==> src/include/tcp_defs.svh <==
// Register indices, field positions, reset values and timing counts of the timer pair
`ifndef TCP_DEFS_SVH
`define TCP_DEFS_SVH

// ********************************************************************
// Register indices (byte address is four times the index)
// ********************************************************************
`define TCP_IDX_RUN 10'h088
`define TCP_IDX_MODE 10'h089
`define TCP_IDX_CNT0 10'h08a
`define TCP_IDX_CNT1 10'h08b
`define TCP_IDX_IRQ_STAT 10'h08c
`define TCP_IDX_IRQ_CLR 10'h08d
`define TCP_IDX_IRQ_EN 10'h08e

// ********************************************************************
// Field positions and reset values
// ********************************************************************
`define TCP_GATE1_BIT 7
`define TCP_FUNC1_BIT 6
`define TCP_MODE1_HI 5
`define TCP_MODE1_LO 4
`define TCP_GATE0_BIT 3
`define TCP_FUNC0_BIT 2
`define TCP_MODE0_HI 1
`define TCP_MODE0_LO 0
`define TCP_FLAG1_BIT 7
`define TCP_RUN1_BIT 6
`define TCP_FLAG0_BIT 5
`define TCP_RUN0_BIT 4
`define TCP_MODE_RESET 8'h00
`define TCP_CNT_RESET 16'h0000

// ********************************************************************
// Timing
// ********************************************************************
`define TCP_OSC_PERIOD_NS 10
`define TCP_MC_PERIOD_NS 60
`define TCP_MC_CYCLES (`TCP_MC_PERIOD_NS / `TCP_OSC_PERIOD_NS)

// ********************************************************************
// Bus answers
// ********************************************************************
`define TCP_RESP_OKAY 2'b00
`define TCP_RESP_SLVERR 2'b10

`endif

==> src/include/tcp_pkg.sv <==
// Types shared by the timer pair
package tcp_pkg;

  typedef enum logic [1:0] {
    TCP_M13 = 2'b00,
    TCP_M16 = 2'b01,
    TCP_RELOAD = 2'b10,
    TCP_SPLIT = 2'b11
  } tcp_opmode_t;

  typedef struct packed {
    logic gate;
    logic func_counter;
    tcp_opmode_t mode;
  } tcp_tcfg_t;

  typedef struct packed {
    tcp_tcfg_t one;
    tcp_tcfg_t zero;
  } tcp_mode_reg_t;

endpackage : tcp_pkg

==> src/logic/tcp_byte_pair.sv <==
// One high/low count byte pair with its four operating modes
`timescale 1ns/10ps
`include "tcp_defs.svh"

module tcp_byte_pair
  import tcp_pkg::*;
(
  input wire logic core_clk,
  input wire logic rst,
  input wire tcp_opmode_t mode,
  input wire logic step,
  input wire logic step_high,
  input wire logic load,
  input wire logic [15:0] load_val,
  output logic [15:0] count,
  output logic ovf_main,
  output logic ovf_high
);

  logic [7:0] low;
  logic [7:0] high;

  assign count = {high, low};

  // ********************************************************************
  // Overflow detection
  // ********************************************************************
  always_comb begin
    ovf_main = 1'b0;
    ovf_high = step_high && (mode == TCP_SPLIT) && (high == 8'hff);
    if (step) begin
      unique case (mode)
        TCP_M13: ovf_main = (low[4:0] == 5'h1f) && (high == 8'hff);
        TCP_M16: ovf_main = ({high, low} == 16'hffff);
        TCP_RELOAD: ovf_main = (low == 8'hff);
        TCP_SPLIT: ovf_main = (low == 8'hff);
      endcase
    end
  end

  // ********************************************************************
  // Count update
  // ********************************************************************
  always_ff @(posedge core_clk) begin
    if (rst) begin
      high <= 8'h00;
      low <= 8'h00;
    end else if (load) begin
      {high, low} <= load_val;
    end else begin
      if (step) begin
        unique case (mode)
          TCP_M13: begin
            // Upper three low-byte bits are left alone; they carry no meaning here
            low[4:0] <= low[4:0] + 5'h01;
            if (low[4:0] == 5'h1f) begin
              high <= high + 8'h01;
            end
          end
          TCP_M16: {high, low} <= {high, low} + 16'h0001;
          TCP_RELOAD: low <= (low == 8'hff) ? high : low + 8'h01;
          TCP_SPLIT: low <= low + 8'h01;
        endcase
      end
      if (step_high && (mode == TCP_SPLIT)) begin
        high <= high + 8'h01;
      end
    end
  end

endmodule : tcp_byte_pair

==> src/logic/tcp_timer_pair.sv <==
// Two 16-bit timer/counters with an AXI4-Lite register slave and interrupt
// Functional notes
// - Two 16-bit timer or counter registers, independent except when timer zero is in split mode
// - Timer counts once per six-clock machine cycle
// - Counter samples pin per cycle, counts high-to-low
// - Incremented value appears the following machine cycle
// - One falling edge needs two machine cycles
// - Function select bits 6 and 2
// - Mode field bits 5:4 and 1:0
// - Gate bits 7 and 3, nibble per timer
// - Mode register index 89h, resets to zero
// - Gate set: count needs interrupt pin high
// - Function bit picks machine cycle or pin
// - Modes: 13-bit, 16-bit, reload, split
// - Overflow sets flag; ack or software clears
`timescale 1ns/10ps
`include "tcp_defs.svh"

module tcp_timer_pair
  import tcp_pkg::*;
(
  input wire logic core_clk,
  input wire logic rst,
  input wire logic [11:0] s_axi_awaddr,
  input wire logic s_axi_awvalid,
  output logic s_axi_awready,
  input wire logic [31:0] s_axi_wdata,
  input wire logic [3:0] s_axi_wstrb,
  input wire logic s_axi_wvalid,
  output logic s_axi_wready,
  output logic [1:0] s_axi_bresp,
  output logic s_axi_bvalid,
  input wire logic s_axi_bready,
  input wire logic [11:0] s_axi_araddr,
  input wire logic s_axi_arvalid,
  output logic s_axi_arready,
  output logic [31:0] s_axi_rdata,
  output logic [1:0] s_axi_rresp,
  output logic s_axi_rvalid,
  input wire logic s_axi_rready,
  input wire logic event_input_zero,
  input wire logic event_input_one,
  input wire logic external_interrupt_pin_zero,
  input wire logic external_interrupt_pin_one,
  input wire logic vector_ack_zero,
  input wire logic vector_ack_one,
  output logic irq
);

  // ********************************************************************
  // Helpers
  // ********************************************************************
  function automatic logic idx_known(input logic [9:0] idx);
    idx_known = (idx >= `TCP_IDX_RUN) && (idx <= `TCP_IDX_IRQ_EN);
  endfunction : idx_known

  function automatic logic [31:0] merge(input logic [31:0] old, input logic [31:0] wd,
                                        input logic [3:0] strb);
    logic [31:0] res;
    res = old;
    for (int b = 0; b < 4; b++) begin
      if (strb[b]) begin
        res[b*8 +: 8] = wd[b*8 +: 8];
      end
    end
    merge = res;
  endfunction : merge

  localparam logic [2:0] MC_LAST = 3'(`TCP_MC_CYCLES - 1);

  tcp_mode_reg_t timer_mode_config;
  logic [1:0] run_control_bit;
  logic [1:0] status;
  logic [1:0] irq_en;
  logic [2:0] mc_div;
  logic mc_tick;
  logic aw_held, w_held;
  logic [9:0] w_idx;
  logic [31:0] w_data, mode_word;
  logic [31:0] load_word [2];
  logic [3:0] w_strb;
  logic do_write;
  logic [1:0] ev_meta, ev_sync, int_meta, int_sync;
  logic [1:0] samp, pend;
  logic [1:0] gate, func;
  tcp_opmode_t om [2];
  logic [1:0] step, step_high, load;
  logic [15:0] cnt [2];
  logic [1:0] ovf_main, ovf_high;
  logic [1:0] flag_set, flag_clr;
  logic [1:0] pin_raw, intp_raw;

  assign pin_raw = {event_input_one, event_input_zero};
  assign intp_raw = {external_interrupt_pin_one, external_interrupt_pin_zero};
  assign gate = {timer_mode_config.one.gate, timer_mode_config.zero.gate};
  assign func = {timer_mode_config.one.func_counter,
                 timer_mode_config.zero.func_counter};
  assign om[0] = timer_mode_config.zero.mode;
  assign om[1] = timer_mode_config.one.mode;
  assign mode_word = merge({24'h0, timer_mode_config}, w_data, w_strb);

  // ********************************************************************
  // Machine cycle divider
  // ********************************************************************
  always_ff @(posedge core_clk) begin
    if (rst) begin
      mc_div <= 3'h0;
      mc_tick <= 1'b0;
    end else begin
      mc_div <= (mc_div == MC_LAST) ? 3'h0 : mc_div + 3'h1;
      mc_tick <= (mc_div == MC_LAST);
    end
  end

  // ********************************************************************
  // Per-timer pin sampling, enables and count pairs
  // ********************************************************************
  for (genvar i = 0; i < 2; i++) begin : g_tmr
    // Pins are asynchronous, so both pass a two-stage synchroniser
    always_ff @(posedge core_clk) begin
      if (rst) begin
        ev_meta[i] <= 1'b0;
        ev_sync[i] <= 1'b0;
        int_meta[i] <= 1'b0;
        int_sync[i] <= 1'b0;
      end else begin
        ev_meta[i] <= pin_raw[i];
        ev_sync[i] <= ev_meta[i];
        int_meta[i] <= intp_raw[i];
        int_sync[i] <= int_meta[i];
      end
    end

    // Edge found on one tick is counted on the next, so an edge costs two cycles
    always_ff @(posedge core_clk) begin
      if (rst) begin
        samp[i] <= 1'b0;
        pend[i] <= 1'b0;
      end else if (mc_tick) begin
        samp[i] <= ev_sync[i];
        pend[i] <= samp[i] && !ev_sync[i];
      end
    end

    always_comb begin
      step[i] = run_control_bit[i] && (!gate[i] || int_sync[i]) && mc_tick
                && (!func[i] || pend[i]);
      if (i == 1 && om[1] == TCP_SPLIT) begin
        step[i] = 1'b0;
      end
    end

    assign load[i] = do_write && (w_idx == ((i == 0) ? `TCP_IDX_CNT0 : `TCP_IDX_CNT1));
    assign load_word[i] = merge({16'h0000, cnt[i]}, w_data, w_strb);

    tcp_byte_pair u_pair (
      .core_clk(core_clk),
      .rst(rst),
      .mode(om[i]),
      .step(step[i]),
      .step_high(step_high[i]),
      .load(load[i]),
      .load_val(load_word[i][15:0]),
      .count(cnt[i]),
      .ovf_main(ovf_main[i]),
      .ovf_high(ovf_high[i])
    );
  end

  // Split high byte of timer zero is a plain timer run by timer one's run bit
  assign step_high[0] = mc_tick && run_control_bit[1];
  assign step_high[1] = 1'b0;

  // ********************************************************************
  // Overflow flags and interrupt
  // ********************************************************************
  assign flag_set[0] = ovf_main[0];
  assign flag_set[1] = (om[0] == TCP_SPLIT) ? ovf_high[0] : ovf_main[1];
  assign flag_clr[0] = vector_ack_zero
                       || (do_write && w_idx == `TCP_IDX_IRQ_CLR && w_strb[0] && w_data[0]);
  assign flag_clr[1] = vector_ack_one
                       || (do_write && w_idx == `TCP_IDX_IRQ_CLR && w_strb[0] && w_data[1]);

  always_ff @(posedge core_clk) begin
    if (rst) begin
      status <= 2'h0;
    end else begin
      status <= (status & ~flag_clr) | flag_set;
    end
  end

  always_ff @(posedge core_clk) begin
    if (rst) begin
      irq <= 1'b0;
    end else begin
      irq <= |(status & irq_en);
    end
  end

  // ********************************************************************
  // Write channel
  // ********************************************************************
  assign do_write = aw_held && w_held && !s_axi_bvalid;

  always_ff @(posedge core_clk) begin
    if (rst) begin
      aw_held <= 1'b0;
      w_held <= 1'b0;
      s_axi_awready <= 1'b0;
      s_axi_wready <= 1'b0;
      s_axi_bvalid <= 1'b0;
      s_axi_bresp <= `TCP_RESP_OKAY;
      w_idx <= 10'h000;
      w_data <= 32'h0000_0000;
      w_strb <= 4'h0;
    end else begin
      if (!aw_held && !s_axi_bvalid && !s_axi_awready) begin
        s_axi_awready <= 1'b1;
      end
      if (!w_held && !s_axi_bvalid && !s_axi_wready) begin
        s_axi_wready <= 1'b1;
      end
      if (s_axi_awvalid && s_axi_awready) begin
        aw_held <= 1'b1;
        s_axi_awready <= 1'b0;
        w_idx <= s_axi_awaddr[11:2];
      end
      if (s_axi_wvalid && s_axi_wready) begin
        w_held <= 1'b1;
        s_axi_wready <= 1'b0;
        w_data <= s_axi_wdata;
        w_strb <= s_axi_wstrb;
      end
      if (do_write) begin
        aw_held <= 1'b0;
        w_held <= 1'b0;
        s_axi_bvalid <= 1'b1;
        s_axi_bresp <= idx_known(w_idx) ? `TCP_RESP_OKAY : `TCP_RESP_SLVERR;
      end else if (s_axi_bvalid && s_axi_bready) begin
        s_axi_bvalid <= 1'b0;
      end
    end
  end

  // ********************************************************************
  // Software-written registers
  // ********************************************************************
  always_ff @(posedge core_clk) begin
    if (rst) begin
      timer_mode_config <= `TCP_MODE_RESET;
      run_control_bit <= 2'h0;
      irq_en <= 2'h0;
    end else if (do_write) begin
      if (w_idx == `TCP_IDX_MODE) begin
        timer_mode_config <= mode_word[7:0];
      end
      if (w_idx == `TCP_IDX_RUN && w_strb[0]) begin
        run_control_bit <= {w_data[`TCP_RUN1_BIT], w_data[`TCP_RUN0_BIT]};
      end
      if (w_idx == `TCP_IDX_IRQ_EN && w_strb[0]) begin
        irq_en <= w_data[1:0];
      end
    end
  end

  // ********************************************************************
  // Read channel
  // ********************************************************************
  always_ff @(posedge core_clk) begin
    if (rst) begin
      s_axi_arready <= 1'b0;
      s_axi_rvalid <= 1'b0;
      s_axi_rdata <= 32'h0000_0000;
      s_axi_rresp <= `TCP_RESP_OKAY;
    end else if (s_axi_arvalid && s_axi_arready) begin
      s_axi_arready <= 1'b0;
      s_axi_rvalid <= 1'b1;
      s_axi_rresp <= idx_known(s_axi_araddr[11:2]) ? `TCP_RESP_OKAY : `TCP_RESP_SLVERR;
      unique case (s_axi_araddr[11:2])
        `TCP_IDX_RUN: s_axi_rdata <= {24'h0, status[1], run_control_bit[1],
                                      status[0], run_control_bit[0], 4'h0};
        `TCP_IDX_MODE: s_axi_rdata <= {24'h0, timer_mode_config};
        `TCP_IDX_CNT0: s_axi_rdata <= {16'h0, cnt[0]};
        `TCP_IDX_CNT1: s_axi_rdata <= {16'h0, cnt[1]};
        `TCP_IDX_IRQ_STAT: s_axi_rdata <= {30'h0, status};
        `TCP_IDX_IRQ_EN: s_axi_rdata <= {30'h0, irq_en};
        default: s_axi_rdata <= 32'h0000_0000;
      endcase
    end else if (s_axi_rvalid && s_axi_rready) begin
      s_axi_rvalid <= 1'b0;
      s_axi_arready <= 1'b1;
    end else if (!s_axi_rvalid) begin
      s_axi_arready <= 1'b1;
    end
  end

  // ********************************************************************
  // Checks
  // ********************************************************************
  chk_tick_spacing: assert property (@(posedge core_clk) disable iff (rst)
    mc_tick |=> !mc_tick [*5] ##1 mc_tick)
    else $error("machine cycle tick spacing wrong");
  chk_timer_step: assert property (@(posedge core_clk) disable iff (rst)
    mc_tick && run_control_bit[0] && !gate[0] && !func[0] && om[0] == TCP_M16 && !load[0]
    |=> cnt[0] == $past(cnt[0]) + 16'h0001)
    else $error("timer zero did not count the machine cycle");
  chk_edge_seen: assert property (@(posedge core_clk) disable iff (rst)
    mc_tick && samp[0] && !ev_sync[0] |=> pend[0])
    else $error("falling sample not recorded");
  chk_edge_count: assert property (@(posedge core_clk) disable iff (rst)
    mc_tick && pend[0] && func[0] && run_control_bit[0] && !gate[0]
    && om[0] == TCP_M16 && !load[0] |=> cnt[0] == $past(cnt[0]) + 16'h0001)
    else $error("detected edge not counted");
  chk_edge_rate: assert property (@(posedge core_clk) disable iff (rst)
    mc_tick && pend[0] |=> !pend[0])
    else $error("two counts from one falling edge");
  chk_func_bit: assert property (@(posedge core_clk) disable iff (rst)
    do_write && w_idx == `TCP_IDX_MODE && w_strb[0]
    |=> timer_mode_config[`TCP_FUNC1_BIT] == $past(w_data[6])
        && timer_mode_config[`TCP_FUNC0_BIT] == $past(w_data[2]))
    else $error("function select bit not stored");
  chk_split_stop: assert property (@(posedge core_clk) disable iff (rst)
    om[1] == TCP_SPLIT && !load[1] |=> cnt[1] == $past(cnt[1]))
    else $error("timer one moved while stopped");
  chk_mode_reset: assert property (@(posedge core_clk)
    rst |=> timer_mode_config == `TCP_MODE_RESET)
    else $error("mode register not cleared by reset");
  chk_gate_hold: assert property (@(posedge core_clk) disable iff (rst)
    gate[0] && !int_sync[0] && om[0] == TCP_M16 && !load[0]
    |=> cnt[0] == $past(cnt[0]))
    else $error("gated timer counted with pin low");
  chk_flag_set: assert property (@(posedge core_clk) disable iff (rst)
    flag_set[0] |=> status[0] ##1 (irq == $past(irq_en[0])))
    else $error("overflow flag or interrupt missing");

endmodule : tcp_timer_pair

==> config.mk <==
export PLATFORM = sky130hd
export DESIGN_NAME = tcp_timer_pair
export DESIGN_NICKNAME = d
export VERILOG_FILES = /design/src/include/tcp_pkg.sv /design/src/logic/tcp_byte_pair.sv /design/src/logic/tcp_timer_pair.sv
export VERILOG_INCLUDE_DIRS = /design/src /design/src/include
export SDC_FILE = /design/constraint.sdc
export NUM_CORES = 1
export LEC_CHECK = 0
export ABC_AREA = 1
export BUFFER_PORTS_ARGS = -buffer_cell sky130_fd_sc_hd__buf_2
export CORE_MARGIN = 1
export CORE_UTILIZATION = 35
export CTS_CLUSTER_DIAMETER = 60
export DETAILED_ROUTE_END_ITERATION = 7
export PLACE_DENSITY = 0.56
export SKIP_CTS_REPAIR_TIMING = 1
export SLEW_MARGIN = 15
export SYNTH_ARGS = -nofsm -noshare
export SYNTH_HDL_FRONTEND = slang
export SYNTH_HIERARCHICAL = 1
export SYNTH_SLANG_ARGS = --single-unit
export TNS_END_PERCENT = 100
==> constraint.sdc <==
create_clock -name core_clk -period 1.8 [get_ports core_clk]
set_input_delay 0.27 -clock core_clk [delete_from_list [all_inputs] [get_ports core_clk]]
set_output_delay 0.27 -clock core_clk [all_outputs]
set_load 0.01 [all_outputs]
==> flow_summary.json <==
{
  "grt.overflow.total": 0,
  "h-tree-depth": 4,
  "yosys_warnings": 6,
  "cts_buffers": 17,
  "ir_drop_mv": 0.614,
  "crit_path_max_fanout": 7,
  "setup.worst_path.start_class": "flip-flop",
  "grt_pass1_vias": 6299,
  "setup_viol": 15,
  "synthCells": 1047,
  "clock_latency_ns": 0.42,
  "critPathSlowestCell": "dfxtp_2",
  "cp_common_cell": "buf_6",
  "grtUsageTotal": 0.209,
  "wl_per_cell_um": 13.9,
  "powerDensity_mw_per_mm2": 728,
  "avgSynthCellArea_um2": 6.47,
  "layout-drive-gt1-share": 0.251,
  "post-route-period-util": 1.05,
  "via_per_inst": 4.78,
  "worst_pin_slew_ns": 0.697,
  "wirelength_um": 20700,
  "path_class": "flip-flop to flip-flop",
  "crit_family": "simple AND/OR/NAND/NOR gates",
  "clock_path_buffers": 2,
  "cp.arrival_ns": 2.19,
  "finalHoldViolCount": 0,
  "die_h_um": 141,
  "place.gp.congestion": 0.869,
  "vias": 7082,
  "dr.first_iter.drc_count": 422,
  "violations": "negative setup slack",
  "timing.hold.ws_ns": 0.0534,
  "drtAntennaViolNets": 0,
  "fin_skew_ns": 0.00973,
  "required_ns": 2.09,
  "worst_slack_ns": -0.0979,
  "root_buffer": "clkbuf_16",
  "rsz0062_at_grt": "yes",
  "slew_headroom": 0.535,
  "layout.cells.non_filler": 1482,
  "finalCriticalPeriod_ns": 1.90,
  "grt_pass1_wl_um": 32300,
  "finalNetCount": 1300,
  "syn_to_final_growth_pct": 31.9,
  "crit_path_max_incr_delay_ns": 0.33,
  "start_util": 0.360,
  "cp-end-kind": "flip-flop",
  "grt_max_degree": 43,
  "synth.cell_area_mm2": 0.00678,
  "tns_ns": -0.634,
  "drv_cap": 0,
  "first_pass_iters": 5,
  "ioPinCount": 115,
  "num_rows": 50,
  "dp.cells": 1438,
  "cts_tree": "built",
  "n_fill_cell": 1931,
  "max_freq_ghz": 0.527,
  "antenna_found_initial": 0,
  "worstPathCellList": "nor2_4, nand2_2, nor2_2, nand3_2, nor3_4, buf_6, buf_6, clkinvlp_4, o221ai_1, a31oi_1",
  "coreArea_mm2": 0.0188,
  "post-dp-hpwl_um": 15400,
  "port_buffers": 74,
  "clk_pin_slew_ns": 0.06,
  "cts_sinks": 116,
  "die_area_mm2": 0.0199,
  "drv_slew": 0,
  "leakagePower_nw": 3.99,
  "critPathBufInv": 3,
  "pre_cts_slack_ns": -0.130,
  "drc": 0,
  "diodes": 0,
  "die_width_um": 141,
  "status": "complete, but fails checks",
  "hp-class": "input port to flip-flop"
}
area by class of cell:
type / count / area [um2] / area share
Multi-Input combinational cell: 769 / 3980 / 0.445
Sequential cell: 116 / 2330 / 0.261
Timing Repair Buffer: 171 / 1200 / 0.134
Inverter: 133 / 514 / 0.0575
Clock buffer: 18 / 439 / 0.0491
Tap cell: 260 / 325 / 0.0364
Clock inverter: 14 / 144 / 0.0161
Timing Repair inverter: 1 / 7.51 / 0.000840
layer usage:
| metal | vias to the layer above | track usage | share of wire |
|---|---|---|---|
| li1 | 3640 | - | - |
| met1 | 3230 | 0.269 | 0.47 |
| met2 | 188 | 0.346 | 0.47 |
| met3 | 24 | 0.0438 | 0.048 |
| met4 | 0 | 0.0675 | 0.019 |
| met5 | - | 0 | 0 |
flip-flops by register name, summed over array words and instances, names as in the netlist, 2 cells and up:
| signal | cells |
|---|---|
| func | 2 |
| int_meta | 2 |
| ev_meta | 2 |
| status | 2 |
| w_data | 16 |
| s_axi_rdata | 16 |
| irq_en | 2 |
| mc_div | 3 |
| ev_sync | 2 |
| gate | 2 |
| pend | 2 |
| int_sync | 2 |
| om | 4 |
| g_tmr.u_pair/low | 16 |
| run_control_bit | 2 |
| w_strb | 2 |
| samp | 2 |
| g_tmr.u_pair/high | 16 |
| w_idx | 10 |
through the flow:
step	total power [mW]	util	area (um2)
4_1_cts	6.53	0.452	8510
2_1_floorplan	3.02	-	6850
6_report	6.51	0.475	8940
3_3_place_gp	3.17	0.421	7930
5_1_grt	6.76	0.475	8940
3_5_place_dp	3.17	0.421	7930
report_power, final:
group          switching (mW)  internal, mW
Sequential             0.0463          2.65
Clock                    1.39          1.98
Combinational           0.286         0.157
worst register-to-register path, delay by kind of cell (launching register included):
| family | cells | cell delay (ns) |
|---|---|---|
| AOI/OAI and AO/OA | 2 | 0.31 |
| buffers and inverters | 3 | 0.46 |
| DFF | 1 | 0.33 |
| and+or+nand+nor | 5 | 0.66 |
final timing paths:
check / from / end / slack (ns) / cells past startpoint
worst max-delay path: w_idx[5] / g_tmr[1].u_pair/low[2] / -0.1 / 10
worst min-delay path: event_input_zero / ev_meta[0] / 0.05 / 3
worst max register to register: w_idx[5] / g_tmr[1].u_pair/low[2] / -0.1 / 10
worst min register to register: int_meta[1] / int_sync[1] / 0.40 / 2
cell usage in the layout, fill, tap and decap left out, drive strengths merged, types with 5 or more instances in the layout:
cell        n
a22oi       6
nor2      151
ha         18
nand3      53
xor2        8
nor3       15
clkbuf     19
conb       19
a31oi       5
nand2     280
dfxtp     116
a211oi      5
nand4      14
a21oi      81
buf       170
inv       138
clkinvlp    6
o21ai      94
No activity file was read; power rests on OpenSTA's default activity.
